[src/mot_pkg.sv]
// Purpose: Shared constants and types for the main oscillator trim control.
// Assumes: APB slave with 32-bit data, one aligned word per register.
// Notes:   Trim and oscillator ticks are modelled at the CLK rate.
// Contract
// - Provide a 48 MHz output and a 24 MHz output at the same time.
// - Every reset loads the trim register with the 5.0V factory value.
// - Hold 5.0V and 3.3V factory trim values; software can read both.
// - Trim register is eight bits, writable, resetting to the factory value.
// - Larger trim code gives higher oscillator frequency, monotonically.
// - Optional mode phase-locks the main oscillator to the external crystal.
package mot_pkg;

    // Register byte offsets
    localparam logic [11:0] MOT_OFS_TRIM    = 12'h000;
    localparam logic [11:0] MOT_OFS_FAC5V   = 12'h004;
    localparam logic [11:0] MOT_OFS_FAC3V   = 12'h008;
    localparam logic [11:0] MOT_OFS_CTRL    = 12'h00C;
    localparam logic [11:0] MOT_OFS_STATUS  = 12'h010;

    // Field positions
    localparam int          MOT_CTRL_LOCK_EN_BIT  = 0;
    localparam int          MOT_STAT_LOCKED_BIT   = 0;
    localparam int          MOT_STAT_XSTABLE_BIT  = 1;

    // Reset and default values
    localparam logic [7:0]  MOT_FAC5V_DEFAULT     = 8'h80;
    localparam logic [7:0]  MOT_FAC3V_DEFAULT     = 8'h70;
    localparam logic [15:0] MOT_NCO_BASE          = 16'h1000;
    localparam logic [15:0] MOT_LOCK_TARGET       = 16'h0100;
    localparam logic [31:0] MOT_ZERO_WORD         = 32'h0000_0000;

    // Factory store selects
    localparam logic        MOT_SEL_5V            = 1'b0;
    localparam logic        MOT_SEL_3V            = 1'b1;

    // Bus handshake states
    typedef enum logic [2:0] {
        MOT_ST_IDLE = 3'b001,
        MOT_ST_ACC  = 3'b010,
        MOT_ST_RESP = 3'b100
    } mot_state_t;

endpackage : mot_pkg

[src/mot_fac_if.sv]
// Purpose: Carrier between the control logic and the factory trim store.
// Assumes: Read data appear one clock after the select.
// Notes:   Select chooses the 5.0V or 3.3V value.
`timescale 1ns/1ns
`default_nettype none
interface mot_fac_if;
    logic       sel;
    logic [7:0] value;

    modport store (input sel, output value);
    modport user  (output sel, input value);
endinterface : mot_fac_if
`default_nettype wire

[src/mot_factory_rom.sv]
// Purpose: Holds the two factory trim values and returns one per request.
// Assumes: Values are fixed at build time.
// Notes:   Read data come from a register, one clock after the select.
`timescale 1ns/1ns
`default_nettype none
module mot_factory_rom
    import mot_pkg::*;
#(
    parameter logic [7:0] FAC5V = MOT_FAC5V_DEFAULT,
    parameter logic [7:0] FAC3V = MOT_FAC3V_DEFAULT
) (
    input  wire logic CLK,
    input  wire logic RESET,
    mot_fac_if.store  fac
);
    typedef struct packed {
        logic [7:0] value;
    } mot_rom_t;

    mot_rom_t s_r;
    mot_rom_t s_nxt;

    // Select one of the two stored values
    always_comb begin
        s_nxt = s_r;
        s_nxt.value = (fac.sel == MOT_SEL_3V) ? FAC3V : FAC5V;
    end

    // Registered read port
    always_ff @(posedge CLK or posedge RESET) begin
        if (RESET) begin
            s_r <= '0;
        end else begin
            s_r <= s_nxt;
        end
    end

    assign fac.value = s_r.value;
endmodule : mot_factory_rom
`default_nettype wire

[src/mot_main_oscillator_trim_ctrl.sv]
// Purpose: APB-controlled trim, tick generator and crystal lock of the main oscillator.
// Assumes: XTAL_REF and XTAL_STABLE come from outside and are synchronised here.
// Notes:   Ticks are enable pulses at a scaled rate; trim code drives the analog core.
`timescale 1ns/1ns
`default_nettype none
module mot_main_oscillator_trim_ctrl
    import mot_pkg::*;
#(
    parameter logic [7:0]  FAC5V       = MOT_FAC5V_DEFAULT,
    parameter logic [7:0]  FAC3V       = MOT_FAC3V_DEFAULT,
    parameter logic [15:0] LOCK_TARGET = MOT_LOCK_TARGET
) (
    input  wire logic        CLK,
    input  wire logic        RESET,
    input  wire logic        PSEL,
    input  wire logic        PENABLE,
    input  wire logic        PWRITE,
    input  wire logic [11:0] PADDR,
    input  wire logic [31:0] PWDATA,
    output var  logic [31:0] PRDATA,
    output var  logic        PREADY,
    output var  logic        PSLVERR,
    input  wire logic        XTAL_REF,
    input  wire logic        XTAL_STABLE,
    output var  logic [7:0]  MAIN_OSC_TRIM_CODE,
    output var  logic        OSC48_TICK,
    output var  logic        OSC24_TICK,
    output var  logic        LOCK_ACTIVE
);
    typedef struct packed {
        mot_state_t  state;
        logic        pready;
        logic        pslverr;
        logic [31:0] prdata;
        logic [7:0]  main_osc_freq_trim;
        logic        lock_en;
        logic        xs_meta;
        logic        xs_sync;
        logic        xr_meta;
        logic        xr_sync;
        logic        xr_prev;
        logic [15:0] phase;
        logic        tick48;
        logic        tick24;
        logic        half;
        logic [15:0] cnt;
        logic [15:0] last_cnt;
        logic [7:0]  corr;
        logic [7:0]  code;
        logic        locked;
    } mot_ctl_t;

    mot_ctl_t s_r;
    mot_ctl_t s_nxt;

    mot_fac_if fac ();

    mot_factory_rom #(
        .FAC5V (FAC5V),
        .FAC3V (FAC3V)
    ) u_rom (
        .CLK   (CLK),
        .RESET (RESET),
        .fac   (fac)
    );

    // Add a signed offset to an unsigned code, clamped to 0..255
    function automatic logic [7:0] mot_sat_add(input logic [7:0] base,
                                               input logic [7:0] delta);
        logic [9:0] sum;
        sum = {2'b00, base} + {{2{delta[7]}}, delta};
        if (sum[9]) begin
            mot_sat_add = 8'h00;
        end else if (sum[8]) begin
            mot_sat_add = 8'hFF;
        end else begin
            mot_sat_add = sum[7:0];
        end
    endfunction : mot_sat_add

    // Factory select follows the bus address
    assign fac.sel = (PADDR == MOT_OFS_FAC3V) ? MOT_SEL_3V : MOT_SEL_5V;

    // Next state of all control
    always_comb begin
        logic        wr_now;
        logic        rise;
        logic [15:0] sum;
        wr_now = 1'b0;
        rise   = 1'b0;
        sum    = 16'h0000;
        s_nxt  = s_r;

        // APB handshake: one wait state, PREADY high in the second access cycle
        case (s_r.state)
            MOT_ST_IDLE: begin
                s_nxt.pready  = 1'b0;
                s_nxt.pslverr = 1'b0;
                if (PSEL && !PENABLE) begin
                    s_nxt.state = MOT_ST_ACC;
                end
            end
            MOT_ST_ACC: begin
                s_nxt.state   = MOT_ST_RESP;
                s_nxt.pready  = 1'b1;
                s_nxt.prdata  = MOT_ZERO_WORD;
                s_nxt.pslverr = 1'b0;
                if (PADDR == MOT_OFS_TRIM) begin
                    s_nxt.prdata = MOT_ZERO_WORD;
                end else if (PADDR == MOT_OFS_FAC5V || PADDR == MOT_OFS_FAC3V) begin
                    s_nxt.prdata = {24'h00_0000, fac.value};
                end else if (PADDR == MOT_OFS_CTRL) begin
                    s_nxt.prdata[MOT_CTRL_LOCK_EN_BIT] = s_r.lock_en;
                end else if (PADDR == MOT_OFS_STATUS) begin
                    s_nxt.prdata = {s_r.last_cnt, s_r.corr, 6'b00_0000,
                                    s_r.xs_sync, s_r.locked};
                end else begin
                    s_nxt.pslverr = 1'b1;
                end
            end
            MOT_ST_RESP: begin
                s_nxt.state   = MOT_ST_IDLE;
                s_nxt.pready  = 1'b0;
                s_nxt.pslverr = 1'b0;
                wr_now        = PSEL && PENABLE && PWRITE && !s_r.pslverr;
            end
            default: begin
                s_nxt.state  = MOT_ST_IDLE;
                s_nxt.pready = 1'b0;
            end
        endcase

        // Register writes take effect at the completing edge
        if (wr_now) begin
            if (PADDR == MOT_OFS_TRIM) begin
                s_nxt.main_osc_freq_trim = PWDATA[7:0];
            end else if (PADDR == MOT_OFS_CTRL) begin
                s_nxt.lock_en = PWDATA[MOT_CTRL_LOCK_EN_BIT];
            end
        end

        // Two-flop synchronisers for the crystal pins
        s_nxt.xs_meta = XTAL_STABLE;
        s_nxt.xs_sync = s_r.xs_meta;
        s_nxt.xr_meta = XTAL_REF;
        s_nxt.xr_sync = s_r.xr_meta;
        s_nxt.xr_prev = s_r.xr_sync;
        rise          = s_r.xr_sync && !s_r.xr_prev;

        s_nxt.locked = s_r.lock_en && s_r.xs_sync;

        // Count 48 MHz ticks per crystal period and steer the correction
        if (!s_r.locked) begin
            s_nxt.cnt  = 16'h0000;
            s_nxt.corr = 8'h00;
        end else if (rise) begin
            s_nxt.last_cnt = s_r.cnt;
            s_nxt.cnt      = 16'h0000;
            if (s_r.cnt > LOCK_TARGET && s_r.corr != 8'h80) begin
                s_nxt.corr = s_r.corr - 8'h01;
            end else if (s_r.cnt < LOCK_TARGET && s_r.corr != 8'h7F) begin
                s_nxt.corr = s_r.corr + 8'h01;
            end
        end else if (s_r.tick48 && s_r.cnt != 16'hFFFF) begin
            s_nxt.cnt = s_r.cnt + 16'h0001;
        end

        // Effective code is trim plus lock correction
        s_nxt.code = mot_sat_add(s_r.main_osc_freq_trim, s_r.corr);

        sum          = s_r.phase + MOT_NCO_BASE + {8'h00, s_r.code};
        s_nxt.phase  = sum;
        s_nxt.tick48 = (sum < s_r.phase);

        s_nxt.tick24 = 1'b0;
        if (s_r.tick48) begin
            s_nxt.half   = !s_r.half;
            s_nxt.tick24 = s_r.half;
        end
    end

    // State register
    always_ff @(posedge CLK or posedge RESET) begin
        if (RESET) begin
            s_r       <= '0;
            s_r.state <= MOT_ST_IDLE;
            s_r.main_osc_freq_trim <= FAC5V;
            s_r.code  <= FAC5V;
        end else begin
            s_r <= s_nxt;
        end
    end

    // Outputs straight from flip-flops
    assign PRDATA             = s_r.prdata;
    assign PREADY             = s_r.pready;
    assign PSLVERR            = s_r.pslverr;
    assign MAIN_OSC_TRIM_CODE = s_r.code;
    assign OSC48_TICK         = s_r.tick48;
    assign OSC24_TICK         = s_r.tick24;
    assign LOCK_ACTIVE        = s_r.locked;
endmodule : mot_main_oscillator_trim_ctrl
`default_nettype wire

[config.mk]
export PLATFORM = sky130hd
export DESIGN_NAME = mot_main_oscillator_trim_ctrl
export DESIGN_NICKNAME = d
export VERILOG_FILES = /design/src/mot_pkg.sv /design/src/mot_fac_if.sv /design/src/mot_factory_rom.sv /design/src/mot_main_oscillator_trim_ctrl.sv
export SDC_FILE = /design/constraint.sdc
export NUM_CORES = 1
export LEC_CHECK = 0
export ABC_AREA = 1
export BUFFER_PORTS_ARGS = -buffer_cell sky130_fd_sc_hd__buf_2
export CORE_MARGIN = 4
export CORE_UTILIZATION = 40
export DETAILED_ROUTE_END_ITERATION = 6
export PLACE_DENSITY = 0.63
export SYNTH_ARGS = -nofsm -noshare
export SYNTH_HDL_FRONTEND = slang
export SYNTH_SLANG_ARGS = --single-unit
export TNS_END_PERCENT = 1
[constraint.sdc]
create_clock -name CLK -period 4.8 [get_ports CLK]
set_input_delay 0.96 -clock CLK [delete_from_list [all_inputs] [get_ports CLK]]
set_output_delay 0.96 -clock CLK [all_outputs]
set_load 0.02 [all_outputs]
==> impl_metrics.toml, run 1 <==
[status]
status = "complete, no violations"

[clock_network]
cts_buffers = 17
hold_buffers = 0
clock-sinks = 117
clk_latency_ns = 0.42
root_buffer = "clkbuf_16"
clk_path_buf_depth = 2
clk_pin_slew_ns = 0.06
cts_setup_buffers = 0
htree_levels = 4
cts_tree = "done"
postCtsResizedCells = 0

[logic_synthesis]
syn_avg_cell_area_um2 = 8.06
postSynthRegisterBits = 117
synth_flop_cell = "dfrtp_1"
netlist_instances = 827
yosysTopAreaCellShare_pct = 42.8
synth_edf_count = 0
synth_area_leaders = "dfrtp_1 43%, nand2_1 11%, ha_1 6.9%, inv_1 6.6%, buf_4 4.6%"
syn_area_um2 = 6670
synth.distinct_cells = 44
async_reset_ff_share_pct = 100
ys_seq_area_share_pct = 44.0
yosys_warnings = 0
yosysTopAreaCell = "dfrtp_1"

[setup_path]
crit_required_ns = 5.11
crit_slowest_cell = "fa_1"
critical_path.top_delay_family = "adder cells"
path_cells = "ha_1 > inv_1 > fa_1 > o21ai_0 > nand2_1 > o211ai_1 > and3_1 > nand2_1 > o21ai_0 > ha_1 > xor2_1 > nand3_1 > nor2_1 > nand3_1 > nor2_1 > nor2_1"
cp-start-kind = "flop"
slowest_delay_ns = 0.40
critical_path.max_fanout = 4
end_kind = "flop"
path_common_cell = "nor2_1"
worst-path-buf-inv = 1
critPathArrivalTime_ns = 3.36
r2r-start = "MAIN_OSC_TRIM_CODE[0]"
crit_start = "MAIN_OSC_TRIM_CODE[0]"
path_class = "reg -> reg"
reg2reg_depth = 16
worstSetupPathDepth = 16

[min_path]
worstHoldPathCells = 0
hold_class = "reg -> reg"
hold_start = "s_nxt[71]"

[global_routing]
use_met3_pct = 4.04
grt_first_pass_wirelength_um = 24100
overflow = 0
antenna_found_initial = 0
grt_pass1_vias = 4933
use_met1_pct = 22.6
grt_max_degree = 44
track_usage_pct = 16.1
grt_util_met2_pct = 24.3
busiest_layer = "met2"

[pwr]
total_power_mw = 3.61
p_leak_nw = 3.92
p_per_area_nw_per_um2 = 479
ir_drop_mv = 0.268

[drt]
ant_nets = 0
dr.first_iter.drc_count = 309
routedWlPerCell_um = 12.6
dr.pass1.iters = 5
post-route-drc-count = 0
viasPerCell = 4.70
wirelength_um = 13800
vias = 5145

[cells_and_area]
drive_gt1_share_pct = 14.4
final_util_pct = 46.8
final_cells = 1095
nets = 957
fin_area_um2 = 7540
antenna_cells = 0
area_growth_pct = 13.2

[place]
placed_area_um2 = 6930
dp.cells = 1063
post-place-ws_ns = 1.74
port_buffers = 69
routabilityCongestion = 0.902
hpwl_um = 10100

[floorplanning]
die_x_um = 137
die_y_um = 137
core_area_um2 = 16100
io_pins = 96
dieArea_um2 = 18800
initial_core_util_pct = 41.4
row_count = 46

[sta]
skew_ns = 0.00915
worst_hold_slack_ns = 0.358
max_slew_margin_pct = 35.9
fmax_ghz = 0.327
finalCritPeriodShare_pct = 63.7
grt_setup_unrepaired = "no"
totalNegativeSetupSlack_ns = 0
setup_viol = 0
worst_pin_slew_ns = 0.961
finalMaxSlewViolations = 0
fin_crit_ns = 3.06
fin_ws_ns = 1.74
hold_viol_final = 0

[job]
cap_viol_max_count = 0
## report_power, final
group / switching (mW) / total [mW] / internal [mW]
Combinational: 0.650 / 1.03 / 0.378
Clock: 0.475 / 1.31 / 0.835
Sequential: 0.114 / 1.28 / 1.16
Total: 1.24 / 3.61 / 2.37
## area by class of cell
class                   count  area (µm²)
flip-flops and latches    117        2930
clock buffers              18         439
inverters                 119         449
multi-input cells         539        2910
clock inverters            14         174
fillers                  1646        8570
well taps                 216         270
repair buffers             72         368
## synthesized netlist by cell type (all sizes together), types with 2 or more instances
library cell,instances
nand3b,2
nor2,64
or2,6
o211ai,3
o31ai,2
nor3,19
clkbuf,9
dfstp,3
and3,2
nand3,59
o21ai,58
nand2,195
a31oi,2
dfrtp,114
xor2,14
nor3b,3
a21oi,37
inv,118
ha,37
xnor2,8
buf,44
nand4,16
a211oi,2
fa,3
## cells in the final DEF (no fill, tap or decap), drive strengths merged, types with 19 or more instances in the layout
| cell type | count |
|---|---|
| buf | 72 |
| nand2 | 195 |
| inv | 122 |
| nor2 | 64 |
| nor3 | 19 |
| ha | 37 |
| o21ai | 58 |
| nand3 | 59 |
| dfrtp | 114 |
| a21oi | 37 |
## worst register-to-register path, cell delays in order, from the launching register on
cell	delay, ns
dfrtp_1	0.36
ha_1	0.24
inv_1	0.07
fa_1	0.40
o21ai_0	0.36
nand2_1	0.09
o211ai_1	0.13
and3_1	0.25
nand2_1	0.06
o21ai_0	0.07
ha_1	0.27
xor2_1	0.14
nand3_1	0.11
nor2_1	0.15
nand3_1	0.08
nor2_1	0.10
nor2_1	0.06
## per-layer routing
layer,vias to the layer above,wire (µm)
met3,20,638
met5,-,0
met2,103,6160
li1,2705,-
met4,0,247
met1,2317,6750
## flip-flops by register name (all words and copies together), names as in the netlist
signal              flops
PREADY                  1
s_r                    71
LOCK_ACTIVE             1
PRDATA                 28
u_rom.fac.value         2
OSC48_TICK              1
PSLVERR                 1
s_nxt                   3
MAIN_OSC_TRIM_CODE      8
OSC24_TICK              1
## worst paths after layout
kind	to	slack, ns
max in group asynchronous	s_r[116]	3.28
worst min register to register	s_r[71]	0.36
min in group asynchronous	OSC24_TICK	0.60
worst max register to register	OSC48_TICK	1.74
worst min-delay path	s_r[71]	0.36
worst max-delay path	OSC48_TICK	1.74
## cell families (layout without fill, tap and decap cells)
group                      Yosys count  after routing  share of synthesized area (%)
and+or+nand+nor                    368            368                           23.8
buffers and inverters              172            223                           12.4
DFF                                117            117                           44.0
AOI/OAI and AO/OA                  106            106                           8.79
adders and majority gates           40             40                           7.85
xor gates and xnor gates            22             22                           3.00
other                                1              2                         0.0563
muxes                                1              1                          0.150
No activity file was read; power rests on OpenSTA's default activity.
==> run 2, diff against run 1 <==
--- a/config.mk
+++ b/config.mk
@@ -5,12 +5,12 @@
 export SDC_FILE = /design/constraint.sdc
 export NUM_CORES = 1
 export LEC_CHECK = 0
-export ABC_AREA = 1
+export ABC_AREA = 0
 export BUFFER_PORTS_ARGS = -buffer_cell sky130_fd_sc_hd__buf_2
 export CORE_MARGIN = 4
 export CORE_UTILIZATION = 40
 export DETAILED_ROUTE_END_ITERATION = 6
-export PLACE_DENSITY = 0.63
+export PLACE_DENSITY = 0.66
 export SYNTH_ARGS = -nofsm -noshare
 export SYNTH_HDL_FRONTEND = slang
 export SYNTH_SLANG_ARGS = --single-unit
==> constraint.sdc (replaced) <==
create_clock -name CLK -period 2.7 [get_ports CLK]
set_input_delay 0.54 -clock CLK [delete_from_list [all_inputs] [get_ports CLK]]
set_output_delay 0.54 -clock CLK [all_outputs]
set_load 0.02 [all_outputs]
==> impl_metrics.toml, run 2 <==
[logic_synthesis]
synth_edf_count = 0
yosysTopAreaCellShare_pct = 46.8
ys_seq_area_share_pct = 48.1
synth_area_leaders = "dfrtp_1 47%, ha_1 7.6%, buf_4 4.9%, a22o_1 4.6%, mux2_2 4.1%"
yosysMostFrequentCell = "dfrtp_1"
async_reset_ff_share_pct = 100
syn_area_um2 = 6090
synth_flop_cell = "dfrtp_1"
synth.distinct_cells = 60
postSynthRegisterBits = 117
netlist_instances = 562
yosys_warnings = 0
syn_avg_cell_area_um2 = 10.8
yosysTopAreaCell = "dfrtp_1"
synthTopCellsByCount = "114 x dfrtp_1, 42 x nor2_1, 40 x buf_4"

[place]
routabilityCongestion = 0.870
hpwl_um = 9040
dp.cells = 810
port_buffers = 69
post-place-ws_ns = -0.450

[clock_network]
clk_path_buf_depth = 2
clk_pin_slew_ns = 0.05
clock-sinks = 117
cts_buffers = 17
hold_buffers = 0
root_buffer = "clkbuf_16"
cts_tree = "done"
clk_latency_ns = 0.40
htree_levels = 4

[job]
cap_viol_max_count = 0

[global_routing]
busiest_layer = "met2"
grt_first_pass_wirelength_um = 21300
grt_util_met2_pct = 25.9
track_usage_pct = 15.0
use_met3_pct = 3.82
overflow = 0
use_met1_pct = 18.1
antenna_found_initial = 0
grt_max_degree = 118
grt_pass1_vias = 4492

[cells_and_area]
largest-register = "s_r"
final.fill_count = 1279
final_cells = 845
layout_common_cells = "114 x dfrtp_1, 69 x buf_2, 49 x buf_4"
largest_register_ffs = 71
drive_gt1_share_pct = 29.7
nets = 740
layout_commonest_cell = "dfrtp_1"
area_growth_pct = 20.8
seq_area_um2 = 2930
antenna_cells = 0
multi_input_area_um2 = 2750

[sta]
finalCritPeriodShare_pct = 111
max_slew_margin_pct = 58.8
finalMaxSlewViolations = 0
fmax_ghz = 0.334
grt_setup_unrepaired = "yes"
fin_crit_ns = 2.99
fin_ws_ns = -0.291
setup_viol = 4
worst_pin_slew_ns = 0.618
hold_viol_final = 0
skew_ns = 0.00591
totalNegativeSetupSlack_ns = -0.815

[floorplanning]
dieArea_um2 = 17300
io_pins = 96
row_count = 44
die_y_um = 131
die_x_um = 131
core_area_um2 = 14700
initial_core_util_pct = 41.4

[pwr]
p_per_area_nw_per_um2 = 654
total_power_mw = 4.81
p_leak_nw = 3.76
ir_drop_mv = 0.429

[setup_path]
critPathArrivalTime_ns = 3.28
cp-start-kind = "flop"
critical_path.max_fanout = 2
crit_required_ns = 2.99
end_kind = "flop"
path_class = "reg -> reg"

[drt]
vias = 4365
dr.pass1.iters = 4
wirelength_um = 12700
viasPerCell = 5.17
routedWlPerCell_um = 15.1
ant_nets = 0
dr.first_iter.drc_count = 178
post-route-drc-count = 0

[min_path]
hold_class = "in -> reg"

[status]
violations = "negative setup slack"
status = "finished, violations left"
run 2: cell count changes in the layout (fill, tap and decap cells not counted), sizes merged, moves of 9 or more:
cell,change
a21oi,-14
a22o,+32
buf,+47
inv,-90
mux2,+23
nand2,-166
nand3,-42
nand4,-9
nor2,-20
o21ai,-40
run 2: stage by stage:
| stage | utilization, % | cell area, µm² | hold slack, ns |
|---|---|---|---|
| after detailed placement | 45.5 | 6690 | 0.335 |
| after global placement | 45.5 | 6690 | 0.331 |
| after global routing | 50.0 | 7350 | 0.228 |
| after CTS | 49.9 | 7340 | 0.221 |
| final | 50.0 | 7350 | 0.240 |
| after floorplan | - | 6100 | 0.331 |
run 2: kinds of logic after synthesis:
logic type,Yosys count,share of synthesized area [%]
other cells,1,0.0616
mux,24,4.48
compound gates,105,12.4
fa+ha+maj,40,8.59
simple gates,152,13.1
xor+xnor,38,5.47
flops,117,48.1
buf+inv,85,7.75
run 2: final timing paths:
check,depth (start not counted),startpoint,slack [ns],to
max,16,MAIN_OSC_TRIM_CODE[0],-0.29,OSC48_TICK
min,1,XTAL_REF,0.24,s_nxt[69]
max reg2reg,16,MAIN_OSC_TRIM_CODE[0],-0.29,OSC48_TICK
min reg2reg,0,s_nxt[71],0.34,s_r[71]
max in group asynchronous,3,RESET,1.94,PRDATA[17]
min in group asynchronous,3,RESET,0.31,s_r[53]
run 2: final cells by class:
cell class                      count  share of cell area, %
Sequential cell                   117                   39.9
Multi-Input combinational cell    361                   37.4
Timing Repair Buffer              119                   9.97
Clock buffer                       20                   6.07
Tap cell                          184                   3.13
Clock inverter                     11                   1.84
Inverter                           33                   1.74
run 2: per-layer routing:
layer / wire length, µm / vias to the layer above
li1: - / 2114
met1: 5570 / 2147
met2: 6500 / 85
met3: 476 / 19
met4: 190 / 0
met5: 0 / -
run 2: critical path, cell delays in order, from the launching register on:
cell	delay, ns
dfrtp_1	0.36
ha_2	0.19
inv_1	0.06
fa_2	0.35
nor2b_1	0.12
o21ai_1	0.08
a21boi_1	0.17
o21ai_1	0.11
nor2b_1	0.15
xnor2_1	0.15
ha_1	0.28
o21ai_0	0.07
a221oi_1	0.24
o2bb2ai_1	0.09
mux2i_1	0.17
a221oi_2	0.08
o22a_1	0.21
run 2: power by group:
group | leakage (nW) | total (mW) | internal [mW] | switching (mW)
Combinational | 1.91 | 0.640 | 0.289 | 0.351
Clock | 0.285 | 2.21 | 1.46 | 0.755
Sequential | 1.57 | 1.96 | 1.86 | 0.0960
Total | 3.76 | 4.81 | 3.61 | 1.20
run 2: timing repair:
action                                  in CTS  in global routing
resized for setup                           13                  1
buffers inserted                             3                  1
pin swaps                                    8                  2
endpoints found under the setup margin       5                  6
gates cloned                                 0                  0
